==> src/verilog/pwm_ctrl_pkg.sv <==
//
// Contract
// - A generator's period is the number of clock ticks between two pulses on its zero signal.
// - Reading a period returns the last value written, even before it is in effect.
// - A period written while an earlier one still waits replaces it, so only the last one counts.
// - The interrupt enable register has one bit per generator and fault source; a one unmasks it.
// - Interrupt status reads in raw and masked form, both with the same eight bit positions.
// - An output with fault suppress selected is forced to its fault level while its fault is active.
// - With extended fault handling, a suppressed output is driven high in a fault if high is selected.
// - With no fault level set, or no extended fault handling, a suppressed output goes low in a fault.
// - The fault level has no effect on outputs that are not selected for suppression.
// - Each output has an invert selection that makes its waveform active low.
// - A disabled output is held in its inactive state; an enabled one shows the waveform.
// - Waiting period and pulse-width values take effect when the generator counter reaches zero.
// - Reading a pulse width returns the last value written, even before it is in effect.
package pwm_ctrl_pkg;

    // ****************************************
    // Register byte offsets
    // ****************************************
    localparam logic [6:0] PERIOD_BASE_OFS = 7'h00;
    localparam logic [6:0] WIDTH_BASE_OFS = 7'h10;
    localparam logic [6:0] OUT_ENABLE_OFS = 7'h30;
    localparam logic [6:0] OUT_INVERT_OFS = 7'h34;
    localparam logic [6:0] FAULT_SUPPRESS_OFS = 7'h38;
    localparam logic [6:0] FAULT_LEVEL_OFS = 7'h3c;
    localparam logic [6:0] INT_ENABLE_OFS = 7'h40;
    localparam logic [6:0] INT_RAW_OFS = 7'h44;
    localparam logic [6:0] INT_MASKED_OFS = 7'h48;
    localparam logic [6:0] PENDING_OFS = 7'h4c;

    // ****************************************
    // Field positions
    // ****************************************
    localparam int GEN_IRQ_POS = 0;
    localparam int FAULT_IRQ_POS = 4;
    localparam int PEND_WIDTH_POS = 4;

    // ****************************************
    // Reset values
    // ****************************************
    localparam logic [15:0] PERIOD_RESET = 16'h0000;
    localparam logic [15:0] WIDTH_RESET = 16'h0000;
    localparam logic [7:0] BYTE_RESET = 8'h00;

endpackage

==> src/verilog/pwm_output_fault_and_period_control.sv <==
// The register addresses and register access over Avalon-MM were chosen for this implementation.
`timescale 1ns/1ns
module pwm_output_fault_and_period_control import pwm_ctrl_pkg::*; #(
    parameter int CNT_W = 16,
    parameter bit EXT_FAULT = 1'b1
) (
    input wire logic i_clk,
    input wire logic i_rst_n,
    input wire logic [6:0] i_avs_address,
    input wire logic i_avs_read,
    input wire logic i_avs_write,
    input wire logic [31:0] i_avs_writedata,
    input wire logic [3:0] i_avs_byteenable,
    output logic [31:0] o_avs_readdata,
    output logic o_avs_waitrequest,
    input wire logic [3:0] i_fault,
    output logic [7:0] o_pwm,
    output logic [3:0] o_zero,
    output logic o_irq
);

    // ****************************************
    // Declarations
    // ****************************************
    localparam int NGEN = 4;
    localparam int NOUT = 8;

    logic ack_reg;
    logic wr_en;
    logic [4:0] word_idx;
    logic [31:0] rdata_next;
    logic [CNT_W-1:0] period_prog_reg [NGEN];
    logic [CNT_W-1:0] period_act_reg [NGEN];
    logic [CNT_W-1:0] count_reg [NGEN];
    logic [NGEN-1:0] period_pend_reg;
    logic [CNT_W-1:0] width_prog_reg [NOUT];
    logic [CNT_W-1:0] width_act_reg [NOUT];
    logic [NOUT-1:0] width_pend_reg;
    logic [NGEN-1:0] zero_hit;
    logic [NOUT-1:0] wave;
    logic [7:0] out_enable_reg;
    logic [7:0] out_invert_reg;
    logic [7:0] fault_suppress_sel_reg;
    logic [7:0] fault_level_high_sel_reg;
    logic [7:0] int_enable_reg;
    logic [7:0] int_raw_reg;
    logic [7:0] int_masked;
    logic [7:0] int_event;
    logic [7:0] int_clear;
    logic [NGEN-1:0] fault_s1_reg;
    logic [NGEN-1:0] fault_s2_reg;
    logic [NGEN-1:0] fault_s3_reg;
    logic [NGEN-1:0] fault_reg;
    logic [NGEN-1:0] fault_prev_reg;
    logic [7:0] pwm_next;

    // Merge write data into a register under the byte enables
    function automatic logic [31:0] merge_be(input logic [31:0] old, input logic [31:0] wd, input logic [3:0] be);
        logic [31:0] r;
        r = old;
        for (int b = 0; b < 4; b++) begin
            if (be[b]) begin
                r[b*8 +: 8] = wd[b*8 +: 8];
            end
        end
        return r;
    endfunction

    // ****************************************
    // Avalon-MM slave: one wait cycle per access
    // ****************************************
    assign o_avs_waitrequest = (i_avs_read | i_avs_write) & ~ack_reg;
    assign wr_en = i_avs_write & ack_reg;
    assign word_idx = i_avs_address[6:2];

    always_ff @(posedge i_clk or negedge i_rst_n) begin
        if (!i_rst_n) begin
            ack_reg <= 1'b0;
        end else begin
            ack_reg <= (i_avs_read | i_avs_write) & ~ack_reg;
        end
    end

    always_comb begin
        rdata_next = 32'h00000000;
        if (word_idx < 5'(WIDTH_BASE_OFS[6:2])) begin
            rdata_next[CNT_W-1:0] = period_prog_reg[word_idx[1:0]];
        end else if (word_idx < 5'(OUT_ENABLE_OFS[6:2])) begin
            rdata_next[CNT_W-1:0] = width_prog_reg[3'(word_idx - 5'(WIDTH_BASE_OFS[6:2]))];
        end else begin
            unique case (word_idx)
                OUT_ENABLE_OFS[6:2]: rdata_next[7:0] = out_enable_reg;
                OUT_INVERT_OFS[6:2]: rdata_next[7:0] = out_invert_reg;
                FAULT_SUPPRESS_OFS[6:2]: rdata_next[7:0] = fault_suppress_sel_reg;
                FAULT_LEVEL_OFS[6:2]: rdata_next[7:0] = fault_level_high_sel_reg;
                INT_ENABLE_OFS[6:2]: rdata_next[7:0] = int_enable_reg;
                INT_RAW_OFS[6:2]: rdata_next[7:0] = int_raw_reg;
                INT_MASKED_OFS[6:2]: rdata_next[7:0] = int_masked;
                PENDING_OFS[6:2]: rdata_next[11:0] = {width_pend_reg, period_pend_reg};
                default: rdata_next = 32'h00000000;
            endcase
        end
    end

    always_ff @(posedge i_clk or negedge i_rst_n) begin
        if (!i_rst_n) begin
            o_avs_readdata <= 32'h00000000;
        end else if (i_avs_read && !ack_reg) begin
            o_avs_readdata <= rdata_next;
        end
    end

    // ****************************************
    // Output and interrupt control registers
    // ****************************************
    always_ff @(posedge i_clk or negedge i_rst_n) begin
        if (!i_rst_n) begin
            out_enable_reg <= BYTE_RESET;
            out_invert_reg <= BYTE_RESET;
            fault_suppress_sel_reg <= BYTE_RESET;
            fault_level_high_sel_reg <= BYTE_RESET;
            int_enable_reg <= BYTE_RESET;
        end else if (wr_en && i_avs_byteenable[0]) begin
            unique case (word_idx)
                OUT_ENABLE_OFS[6:2]: out_enable_reg <= i_avs_writedata[7:0];
                OUT_INVERT_OFS[6:2]: out_invert_reg <= i_avs_writedata[7:0];
                FAULT_SUPPRESS_OFS[6:2]: fault_suppress_sel_reg <= i_avs_writedata[7:0];
                FAULT_LEVEL_OFS[6:2]: fault_level_high_sel_reg <= i_avs_writedata[7:0];
                INT_ENABLE_OFS[6:2]: int_enable_reg <= i_avs_writedata[7:0];
                default: ;
            endcase
        end
    end

    // ****************************************
    // Generators: period, counter, zero pulse
    // ****************************************
    generate
        for (genvar g = 0; g < NGEN; g++) begin : gen_blk
            logic wr_period;
            logic [CNT_W-1:0] period_new;
            assign wr_period = wr_en && (word_idx == 5'(g));
            // next active period at the zero point
            assign period_new = period_pend_reg[g] ? period_prog_reg[g] : period_act_reg[g];
            // zero pulses are period ticks apart
            assign zero_hit[g] = (count_reg[g] == '0);

            always_ff @(posedge i_clk or negedge i_rst_n) begin
                if (!i_rst_n) begin
                    period_prog_reg[g] <= PERIOD_RESET[CNT_W-1:0];
                end else if (wr_period) begin
                    period_prog_reg[g] <= CNT_W'(merge_be(32'(period_prog_reg[g]), i_avs_writedata,
                                                          i_avs_byteenable));
                end
            end

            always_ff @(posedge i_clk or negedge i_rst_n) begin
                if (!i_rst_n) begin
                    period_pend_reg[g] <= 1'b0;
                end else if (wr_period) begin
                    period_pend_reg[g] <= 1'b1;
                end else if (zero_hit[g]) begin
                    period_pend_reg[g] <= 1'b0;
                end
            end

            always_ff @(posedge i_clk or negedge i_rst_n) begin
                if (!i_rst_n) begin
                    period_act_reg[g] <= PERIOD_RESET[CNT_W-1:0];
                    count_reg[g] <= '0;
                end else if (zero_hit[g]) begin
                    period_act_reg[g] <= period_new;
                    count_reg[g] <= (period_new == '0) ? '0 : period_new - 1'b1;
                end else begin
                    count_reg[g] <= count_reg[g] - 1'b1;
                end
            end
        end
    endgenerate

    always_ff @(posedge i_clk or negedge i_rst_n) begin
        if (!i_rst_n) begin
            o_zero <= '0;
        end else begin
            o_zero <= zero_hit;
        end
    end

    // ****************************************
    // Comparators per output
    // ****************************************
    generate
        for (genvar o = 0; o < NOUT; o++) begin : out_blk
            logic wr_width;
            assign wr_width = wr_en && (word_idx == 5'(WIDTH_BASE_OFS[6:2]) + 5'(o));
            assign wave[o] = (count_reg[o/2] < width_act_reg[o]);

            always_ff @(posedge i_clk or negedge i_rst_n) begin
                if (!i_rst_n) begin
                    width_prog_reg[o] <= WIDTH_RESET[CNT_W-1:0];
                end else if (wr_width) begin
                    width_prog_reg[o] <= CNT_W'(merge_be(32'(width_prog_reg[o]), i_avs_writedata,
                                                         i_avs_byteenable));
                end
            end

            always_ff @(posedge i_clk or negedge i_rst_n) begin
                if (!i_rst_n) begin
                    width_pend_reg[o] <= 1'b0;
                end else if (wr_width) begin
                    width_pend_reg[o] <= 1'b1;
                end else if (zero_hit[o/2]) begin
                    width_pend_reg[o] <= 1'b0;
                end
            end

            always_ff @(posedge i_clk or negedge i_rst_n) begin
                if (!i_rst_n) begin
                    width_act_reg[o] <= WIDTH_RESET[CNT_W-1:0];
                end else if (zero_hit[o/2] && width_pend_reg[o]) begin
                    width_act_reg[o] <= width_prog_reg[o];
                end
            end
        end
    endgenerate

    // ****************************************
    // Fault input synchroniser
    // ****************************************
    always_ff @(posedge i_clk or negedge i_rst_n) begin
        if (!i_rst_n) begin
            fault_s1_reg <= '0;
            fault_s2_reg <= '0;
            fault_s3_reg <= '0;
            fault_reg <= '0;
            fault_prev_reg <= '0;
        end else begin
            fault_s1_reg <= i_fault;
            fault_s2_reg <= fault_s1_reg;
            fault_s3_reg <= fault_s2_reg;
            for (int g = 0; g < NGEN; g++) begin
                if (fault_s2_reg[g] == fault_s3_reg[g]) begin
                    fault_reg[g] <= fault_s3_reg[g];
                end
            end
            fault_prev_reg <= fault_reg;
        end
    end

    // ****************************************
    // Output stage
    // ****************************************
    always_comb begin
        for (int o = 0; o < NOUT; o++) begin
            // invert makes the output active low
            pwm_next[o] = (wave[o] & out_enable_reg[o]) ^ out_invert_reg[o];
            if (fault_reg[o/2] && fault_suppress_sel_reg[o]) begin
                // forced to fault level, low by default
                pwm_next[o] = EXT_FAULT & fault_level_high_sel_reg[o];
            end
        end
    end

    always_ff @(posedge i_clk or negedge i_rst_n) begin
        if (!i_rst_n) begin
            o_pwm <= '0;
        end else begin
            o_pwm <= pwm_next;
        end
    end

    // ****************************************
    // Interrupt status
    // ****************************************
    assign int_event = {fault_reg & ~fault_prev_reg, zero_hit};
    assign int_clear = (wr_en && i_avs_byteenable[0] && word_idx == INT_RAW_OFS[6:2]) ?
                       i_avs_writedata[7:0] : 8'h00;
    assign int_masked = int_raw_reg & int_enable_reg;

    always_ff @(posedge i_clk or negedge i_rst_n) begin
        if (!i_rst_n) begin
            int_raw_reg <= BYTE_RESET;
        end else begin
            int_raw_reg <= (int_raw_reg & ~int_clear) | int_event;
        end
    end

    always_ff @(posedge i_clk or negedge i_rst_n) begin
        if (!i_rst_n) begin
            o_irq <= 1'b0;
        end else begin
            o_irq <= |((((int_raw_reg & ~int_clear) | int_event)) & int_enable_reg);
        end
    end

endmodule

==> config.mk <==
export PLATFORM = sky130hd
export DESIGN_NAME = pwm_output_fault_and_period_control
export DESIGN_NICKNAME = d
export VERILOG_FILES = /design/src/verilog/pwm_ctrl_pkg.sv /design/src/verilog/pwm_output_fault_and_period_control.sv
export SDC_FILE = /design/constraint.sdc
export NUM_CORES = 1
export LEC_CHECK = 0
export BUFFER_PORTS_ARGS = -buffer_cell sky130_fd_sc_hd__buf_2
export CORE_MARGIN = 10
export CORE_UTILIZATION = 40
export CTS_CLUSTER_DIAMETER = 30
export DETAILED_ROUTE_END_ITERATION = 8
export RECOVER_POWER = 25
export SYNTH_ARGS = -nofsm -noshare
export SYNTH_HDL_FRONTEND = slang
export SYNTH_SLANG_ARGS = --single-unit
==> constraint.sdc <==
create_clock -name i_clk -period 9.2 [get_ports i_clk]
set_input_delay 1.38 -clock i_clk [delete_from_list [all_inputs] [get_ports i_clk]]
set_output_delay 1.38 -clock i_clk [all_outputs]
set_load 0.03 [all_outputs]
==> results of run 1 <==
## layout by cell type, fill, tap and decap left out, types with 10 or more instances in the layout
master	synthesis	layout
mux2_4	20	20
nand3b_1	15	15
clkinv_4	0	10
mux4_2	46	46
xor2_1	49	49
o22ai_1	53	53
bufinv_16	0	17
o21ai_0	89	89
mux2i_1	59	59
nand2_1	165	165
clkbuf_16	0	120
nor4_1	22	22
clkbuf_8	0	12
inv_1	148	148
nand2b_1	11	11
buf_4	16	26
mux2_2	387	382
clkinvlp_4	0	15
dfrtp_1	558	558
or3_1	20	20
conb_1	1	16
a21o_1	16	16
a22o_1	16	16
o31ai_1	13	13
nor2b_1	11	11
clkinv_2	0	25
xnor2_1	56	56
nand3_1	26	26
nand4_1	17	17
buf_2	9	56
or4_1	11	12
nor2_1	109	109
nor3b_1	18	19
nor3_1	57	58
inv_6	0	13
a21oi_1	86	86
ha_1	132	132
## per-stage QoR
| step | area (um^2) | hold WS, ns | std cells | util, % | total power [W] |
|---|---|---|---|---|---|
| 2_1_floorplan | 29020 | 0.3312 | 2482 | - | 0.004599 |
| 3_3_place_gp | 30280 | 0.3332 | 3410 | 42.28 | 0.005236 |
| 3_5_place_dp | 30280 | 0.3347 | 3410 | 42.28 | 0.005345 |
| 5_1_grt | 34500 | 0.3472 | 3635 | 48.18 | 0.01027 |
| 4_1_cts | 34510 | 0.3430 | 3634 | 48.20 | 0.009844 |
| 6_report | 34500 | 0.3416 | 3636 | 48.18 | 0.009779 |
## metal layers
metal	track usage, %	vias up	routed length (um)
li1	-	9219	-
met1	29.71	10561	40460
met2	32.29	665	39690
met3	3.534	179	5255
met4	10.05	0	3771
met5	0	-	0
## worst reg2reg max path, stage by stage (launching register included)
cell and delay [ns]:
dfrtp_1 0.46, or4_1 0.58, nor3b_1 0.56, nand2_1 0.21, nor3_2 0.90, nand2_1 0.71
mux2_2 0.47
## final cells by class
cell class	instances	area [um^2]
diodes	1	2.502
clock buffers	137	3187
clock inverters	87	1052
fillers	6312	37110
inverters	148	555.5
multi-input cells	1666	14010
flip-flops and latches	558	13960
well taps	950	1189
repair buffers	89	545.5
## final timing paths
| path | from | to | slack (ns) | cells past startpoint |
|---|---|---|---|---|
| worst min register to register | fault_s1_reg[0] | fault_s2_reg[0] | 0.34 | 0 |
| max in group asynchronous | i_rst_n | o_pwm[5] | 6.79 | 2 |
| worst min-delay path | fault_s1_reg[0] | fault_s2_reg[0] | 0.34 | 0 |
| worst max-delay path | count_reg[50] | width_act_reg[114] | 5.20 | 6 |
| worst max register to register | count_reg[50] | width_act_reg[114] | 5.20 | 6 |
| min in group asynchronous | i_rst_n | period_prog_reg[32] | 0.82 | 1 |
## cells by family (layout without fill, tap and decap cells)
logic type,Yosys count,in the layout,synth area share [%]
other cells,1,17,0.01295
flops,558,558,48.21
buf+inv,258,461,3.641
xor+xnor,105,105,3.175
compound gates,365,365,8.060
simple gates,532,532,9.369
fa+ha+maj,136,136,5.840
mux,512,512,21.70
## power breakdown
part	leakage [nW]	switching (W)	total, W	internal [W]
sequential	7.47	0.000479	0.00323	0.00275
combinational	6.42	0.00117	0.00209	0.000925
clock	2.06	0.00149	0.00446	0.00297
total	16.0	0.00313	0.00978	0.00664
==> impl_metrics.py, run 1 <==
metrics = {
    "worst_setup_path": {
        "timing.critical_path.buf_inv": 0,
        "setup.worst_path.end_class": "flop",
        "worst-setup-path-type": "flop to flop",
        "crit_fanout": 16,
        "cp_cell_sequence": "or4_1 > nor3b_1 > nand2_1 > nor3_2 > nand2_1 > mux2_2",
        "startpoint_type": "flop",
        "critical_path_arrival_ns": 4.54,
        "cell_type_of_the_slowest_stage_on_the_worst_timing_path": "nor3_2",
        "cp_common_cell": "nand2_1",
        "cp_top_family": "simple AND/OR/NAND/NOR gates",
        "critical_path_required_ns": 9.74,
        "critPathMaxStageDelay_ns": 0.89,
    },
    "route": {
        "wire_per_inst_um": 24.53,
        "drt_pre_antenna_iters": 8,
        "remaining_antenna_violation_count": 0,
        "postRouteWirelength_mm": 89.19,
        "drt_iter0_markers": 1930,
        "via_per_inst": 5.672,
        "route.detailed.drc": 0,
        "vias": 20624,
    },
    "synth": {
        "synth.lib_cells_used.distinct": 73,
        "dominantRegCellSynth": "dfrtp_1",
        "ys.warnings.count": 0,
        "ys_top_cells_by_count": "dfrtp_1, mux2_2, nand2_1, inv_1, ha_1",
        "netlist_area_before_placement_um2": 28970,
        "cells_after_synthesis": 2467,
        "post-synth-top-area-fraction_pct": 48.21,
        "synth.top_cells.by_area": "dfrtp_1, mux2_2, ha_1",
        "syn_area_per_cell_um2": 11.74,
        "ys_ff_latch": 558,
        "synthArstFlopShare_pct": 100.0,
        "yosys.area.top_type": "dfrtp_1",
        "synth_enable_flop_cells": 0,
        "synth_sequential_area_ratio_pct": 48.21,
        "yosysMostFrequentCell": "dfrtp_1",
    },
    "job": {
        "maxCapViolCount": 0,
    },
    "sta": {
        "tightest_slew_ns": 1.267,
        "timing.final.max_slew_violations": 0,
        "rsz0062_at_grt": "false",
        "finalCriticalPeriod_ns": 4.000,
        "worst_clock_skew_ns": 0.02367,
        "max_freq_mhz": 250.0,
        "timing.final.hold_violations": 0,
        "timing.slew.headroom_pct": 15.54,
        "final.setup.tns_ns": 0,
        "final-setup-viol-count": 0,
        "timing.final.crit_share_pct": 43.48,
        "post-route-worst-setup-slack_ns": 5.200,
    },
    "pwr": {
        "powerDensity_nw_per_um2": 283.4,
        "leakagePower_nw": 15.96,
        "max-vdd-ir-drop_v": 0.0001576,
    },
    "clock_tree": {
        "cts_made_buffers": 119,
        "ctsRootBufferMaster": "clkbuf_16",
        "cts_max_path_buffers": 3,
        "h-tree-depth": 3,
        "ctsResizeCount": 0,
        "post_cts_buffers": 0,
        "clk_pin_slew_worst_paths_ns": 0.05,
        "cts_num_sinks": 558,
        "cts_tree": "yes",
        "clk_latency_ns": 0.68,
        "post_cts_hold_buffer_count": 0,
    },
    "placement": {
        "place.detailed.hpwl_mm": 64.58,
        "portBuffers": 60,
        "place.gp.congestion": 0.9576,
        "place_worst_setup_slack_ns": 4.423,
    },
    "floorplan": {
        "core.rowCount": 98,
        "dieHeight_um": 289.1,
        "start_util_pct": 40.45,
        "design.core.area_um2": 71610,
        "die_width_um": 289.1,
        "boundaryPins": 97,
        "die_area_um2": 83580,
    },
    "min_path": {
        "timing.hold.worst.class": "flop to flop",
    },
    "layout": {
        "nNetsFinal": 2765,
        "synthToLayoutAreaGrowth_pct": 19.11,
        "drive_gt1_share_pct": 28.90,
    },
    "grt": {
        "grt_pass1_wl_mm": 135.9,
        "grt_max_degree": 176,
        "gr-total-overflow": 0,
        "track_usage_pct": 21.38,
        "grt_pass1_vias": 21342,
        "initial_antenna_violation_count": 1,
    },
    "outcome": {
        "status": "complete, no violations",
    },
}
No activity file was read; power rests on OpenSTA's default activity.
==> inputs of run 2 (changes only) <==
ABC_AREA = 1   (was not set)
clock period = 3.8 ns   (was 9.2 ns; I/O delays follow)
==> run 2 against run 1 <==
Against the previous run: critical path depth is 3 lower; count of clock-buffer cells in the layout increased by 34; sequential power is 120% higher; combinational power increased by 29%; area after synthesis rose by 2.4%; the flow now finishes with violations (max-capacitance violations, max-slew violations); worst hold slack got worse by 0.22 ns; via count increased by 25%; register-to-register slack got worse by 4.2 ns; synthesized cell count up 52%; wire length rose by 7.0%; clock skew rose by 0.012 ns; power up 120%.
==> impl_metrics.py, run 2 <==
metrics = {
    "synth": {
        "cells_after_synthesis": 3759,
        "synthArstFlopShare_pct": 100.0,
        "ys.warnings.count": 0,
        "dominantRegCellSynth": "dfrtp_1",
        "post-synth-top-area-fraction_pct": 47.08,
        "ys_top_cells_by_count": "nand2_1, dfrtp_1, inv_1, o21ai_0, nor2_1",
        "yosys.area.top_type": "dfrtp_1",
        "synth.top_cells.by_area": "dfrtp_1, nand2_1, o21ai_0",
        "synth_sequential_area_ratio_pct": 47.08,
        "synth_enable_flop_cells": 0,
        "yosysMostFrequentCell": "nand2_1",
        "netlist_area_before_placement_um2": 29660,
        "synth.lib_cells_used.distinct": 51,
        "ys_ff_latch": 558,
        "syn_area_per_cell_um2": 7.889,
    },
    "route": {
        "drt_iter0_markers": 2634,
        "route.detailed.drc": 0,
        "wire_per_inst_um": 19.36,
        "postRouteWirelength_mm": 95.39,
        "vias": 25681,
        "remaining_antenna_violation_count": 0,
        "drt_pre_antenna_iters": 6,
        "via_per_inst": 5.212,
    },
    "sta": {
        "tightest_slew_ns": 1.724,
        "timing.final.hold_violations": 0,
        "worst_clock_skew_ns": 0.03520,
        "rsz0062_at_grt": "false",
        "final.setup.tns_ns": 0,
        "timing.final.crit_share_pct": 78.92,
        "max_freq_mhz": 333.5,
        "final-setup-viol-count": 0,
        "finalCriticalPeriod_ns": 2.999,
        "timing.final.max_slew_violations": 54,
        "timing.slew.headroom_pct": -14.93,
        "whs_ns": 0.1229,
    },
    "floorplan": {
        "die_width_um": 292.3,
        "core.rowCount": 99,
        "design.core.area_um2": 73210,
        "dieHeight_um": 292.3,
        "die_area_um2": 85430,
        "start_util_pct": 40.51,
        "boundaryPins": 97,
    },
    "layout": {
        "post_route_non_filler_standard_cell_count": 4927,
        "drive_gt1_share_pct": 10.60,
        "nNetsFinal": 4041,
        "layout_commonest_cell": "nand2_1",
        "synthToLayoutAreaGrowth_pct": 19.73,
        "most-common-layout-cells": "nand2_1, dfrtp_1, inv_1",
    },
    "grt": {
        "grt.busiest_layer": "met2",
        "grt_pass1_wl_mm": 147.9,
        "grt_max_degree": 115,
        "grt_pass1_vias": 24688,
        "track_usage_pct": 22.28,
        "initial_antenna_violation_count": 6,
        "grtUsageMet2_pct": 33.26,
        "gr-total-overflow": 0,
        "globalRouteMet1Util_pct": 30.65,
        "grt_util_met3_pct": 5.424,
    },
    "clock_tree": {
        "clk_pin_slew_worst_paths_ns": 0.05,
        "ctsRootBufferMaster": "clkbuf_16",
        "clk_latency_ns": 0.71,
        "ctsResizeCount": 0,
        "cts_made_buffers": 134,
        "post_cts_buffers": 0,
        "cts_tree": "yes",
        "cts_num_sinks": 558,
        "h-tree-depth": 4,
        "cts_max_path_buffers": 3,
    },
    "placement": {
        "portBuffers": 60,
        "place.gp.congestion": 0.9322,
        "place.detailed.hpwl_mm": 69.68,
        "dpl.cell_count": 4676,
    },
    "pwr": {
        "p_total_w": 0.02159,
        "max-vdd-ir-drop_v": 0.0003586,
        "powerDensity_nw_per_um2": 608.0,
        "leakagePower_nw": 17.40,
    },
    "worst_setup_path": {
        "crit_fanout": 82,
        "critical_path_required_ns": 4.42,
        "critical_path_arrival_ns": 3.62,
        "setup.worst_path.end_class": "asynchronous set/reset pin",
        "worst-setup-path-type": "input pin to asynchronous set/reset pin",
        "timing.reg2reg.worst_path_depth": 8,
        "startpoint_type": "input pin",
    },
    "min_path": {
        "worstHoldPathCells": 3,
        "timing.hold.worst.class": "input pin to flop",
    },
    "outcome": {
        "violations_in_the_final_reports": "max-capacitance violations, max-slew violations",
        "status": "complete, but fails checks",
    },
    "job": {
        "maxCapViolCount": 1,
    },
}
run 2: path summary, 6_finish.rpt:
| check | from | to | slack, ns |
|---|---|---|---|
| worst max-delay path | i_rst_n | o_pwm[4] | 0.80 |
| worst min-delay path | i_avs_writedata[14] | width_prog_reg[14] | 0.12 |
| worst max register to register | count_reg[0] | width_act_reg[3] | 1.03 |
| worst min register to register | fault_s1_reg[2] | fault_s2_reg[2] | 0.34 |
| max in group i_clk | count_reg[0] | width_act_reg[3] | 1.03 |
| min in group asynchronous | i_rst_n | width_prog_reg[46] | 0.92 |
run 2: worst max-delay path, stage by stage:
cell	delay, ns
dlygate4sd3_1	0.55
clkbuf_2	1.22
clkbuf_4	1.12
run 2: final cells by class:
cell class                      count  area (um^2)
Timing Repair Buffer               99        646.9
Sequential cell                   558        13960
Clock inverter                     70        943.4
Multi-Input combinational cell   2669        13490
Clock buffer                      171         3769
Tap cell                          959         1200
Inverter                          396         1486
Antenna cell                        5        12.51
Fill cell                        6986        37700
run 2: what timing repair did:
item | in CTS | in global routing
endpoints found under the hold margin | 53 | 0
setup endpoints to repair | 0 | 0
hold buffers | 5 | 0
run 2: metrics by stage:
| step | utilization [%] | setup WS (ns) | area, um^2 |
|---|---|---|---|
| 2_1_floorplan | - | 1.838 | 29710 |
| 3_3_place_gp | 42.04 | 0.9473 | 30780 |
| 3_5_place_dp | 42.04 | 0.9583 | 30780 |
| 4_1_cts | 48.55 | 1.008 | 35540 |
| 5_1_grt | 48.49 | 0.3657 | 35500 |
| 6_report | 48.50 | 0.8011 | 35510 |
run 2: logic make-up after synthesis:
logic type                 count (synthesis)  share of synthesized area [%]
other                                      1                        0.01265
xor gates and xnor gates                  74                          2.185
and+or+nand+nor                         1789                          24.83
adders and majority gates                136                          5.704
AOI/OAI and AO/OA                        654                          12.49
DFF                                      558                          47.08
buffers and inverters                    547                          7.687
run 2: report_power, final:
group | total, W | switching [W] | internal (W)
registers | 0.00700 | 0.000582 | 0.00641
logic | 0.00270 | 0.00183 | 0.000866
clock network | 0.0119 | 0.00363 | 0.00826
total | 0.0216 | 0.00605 | 0.0155
run 2: layer usage:
| metal | vias up | share of wire, % |
|---|---|---|
| met4 | 4 | 3.5 |
| met5 | - | 0.0094 |
| met3 | 175 | 8.4 |
| li1 | 12378 | - |
| met2 | 931 | 43 |
| met1 | 12193 | 45 |
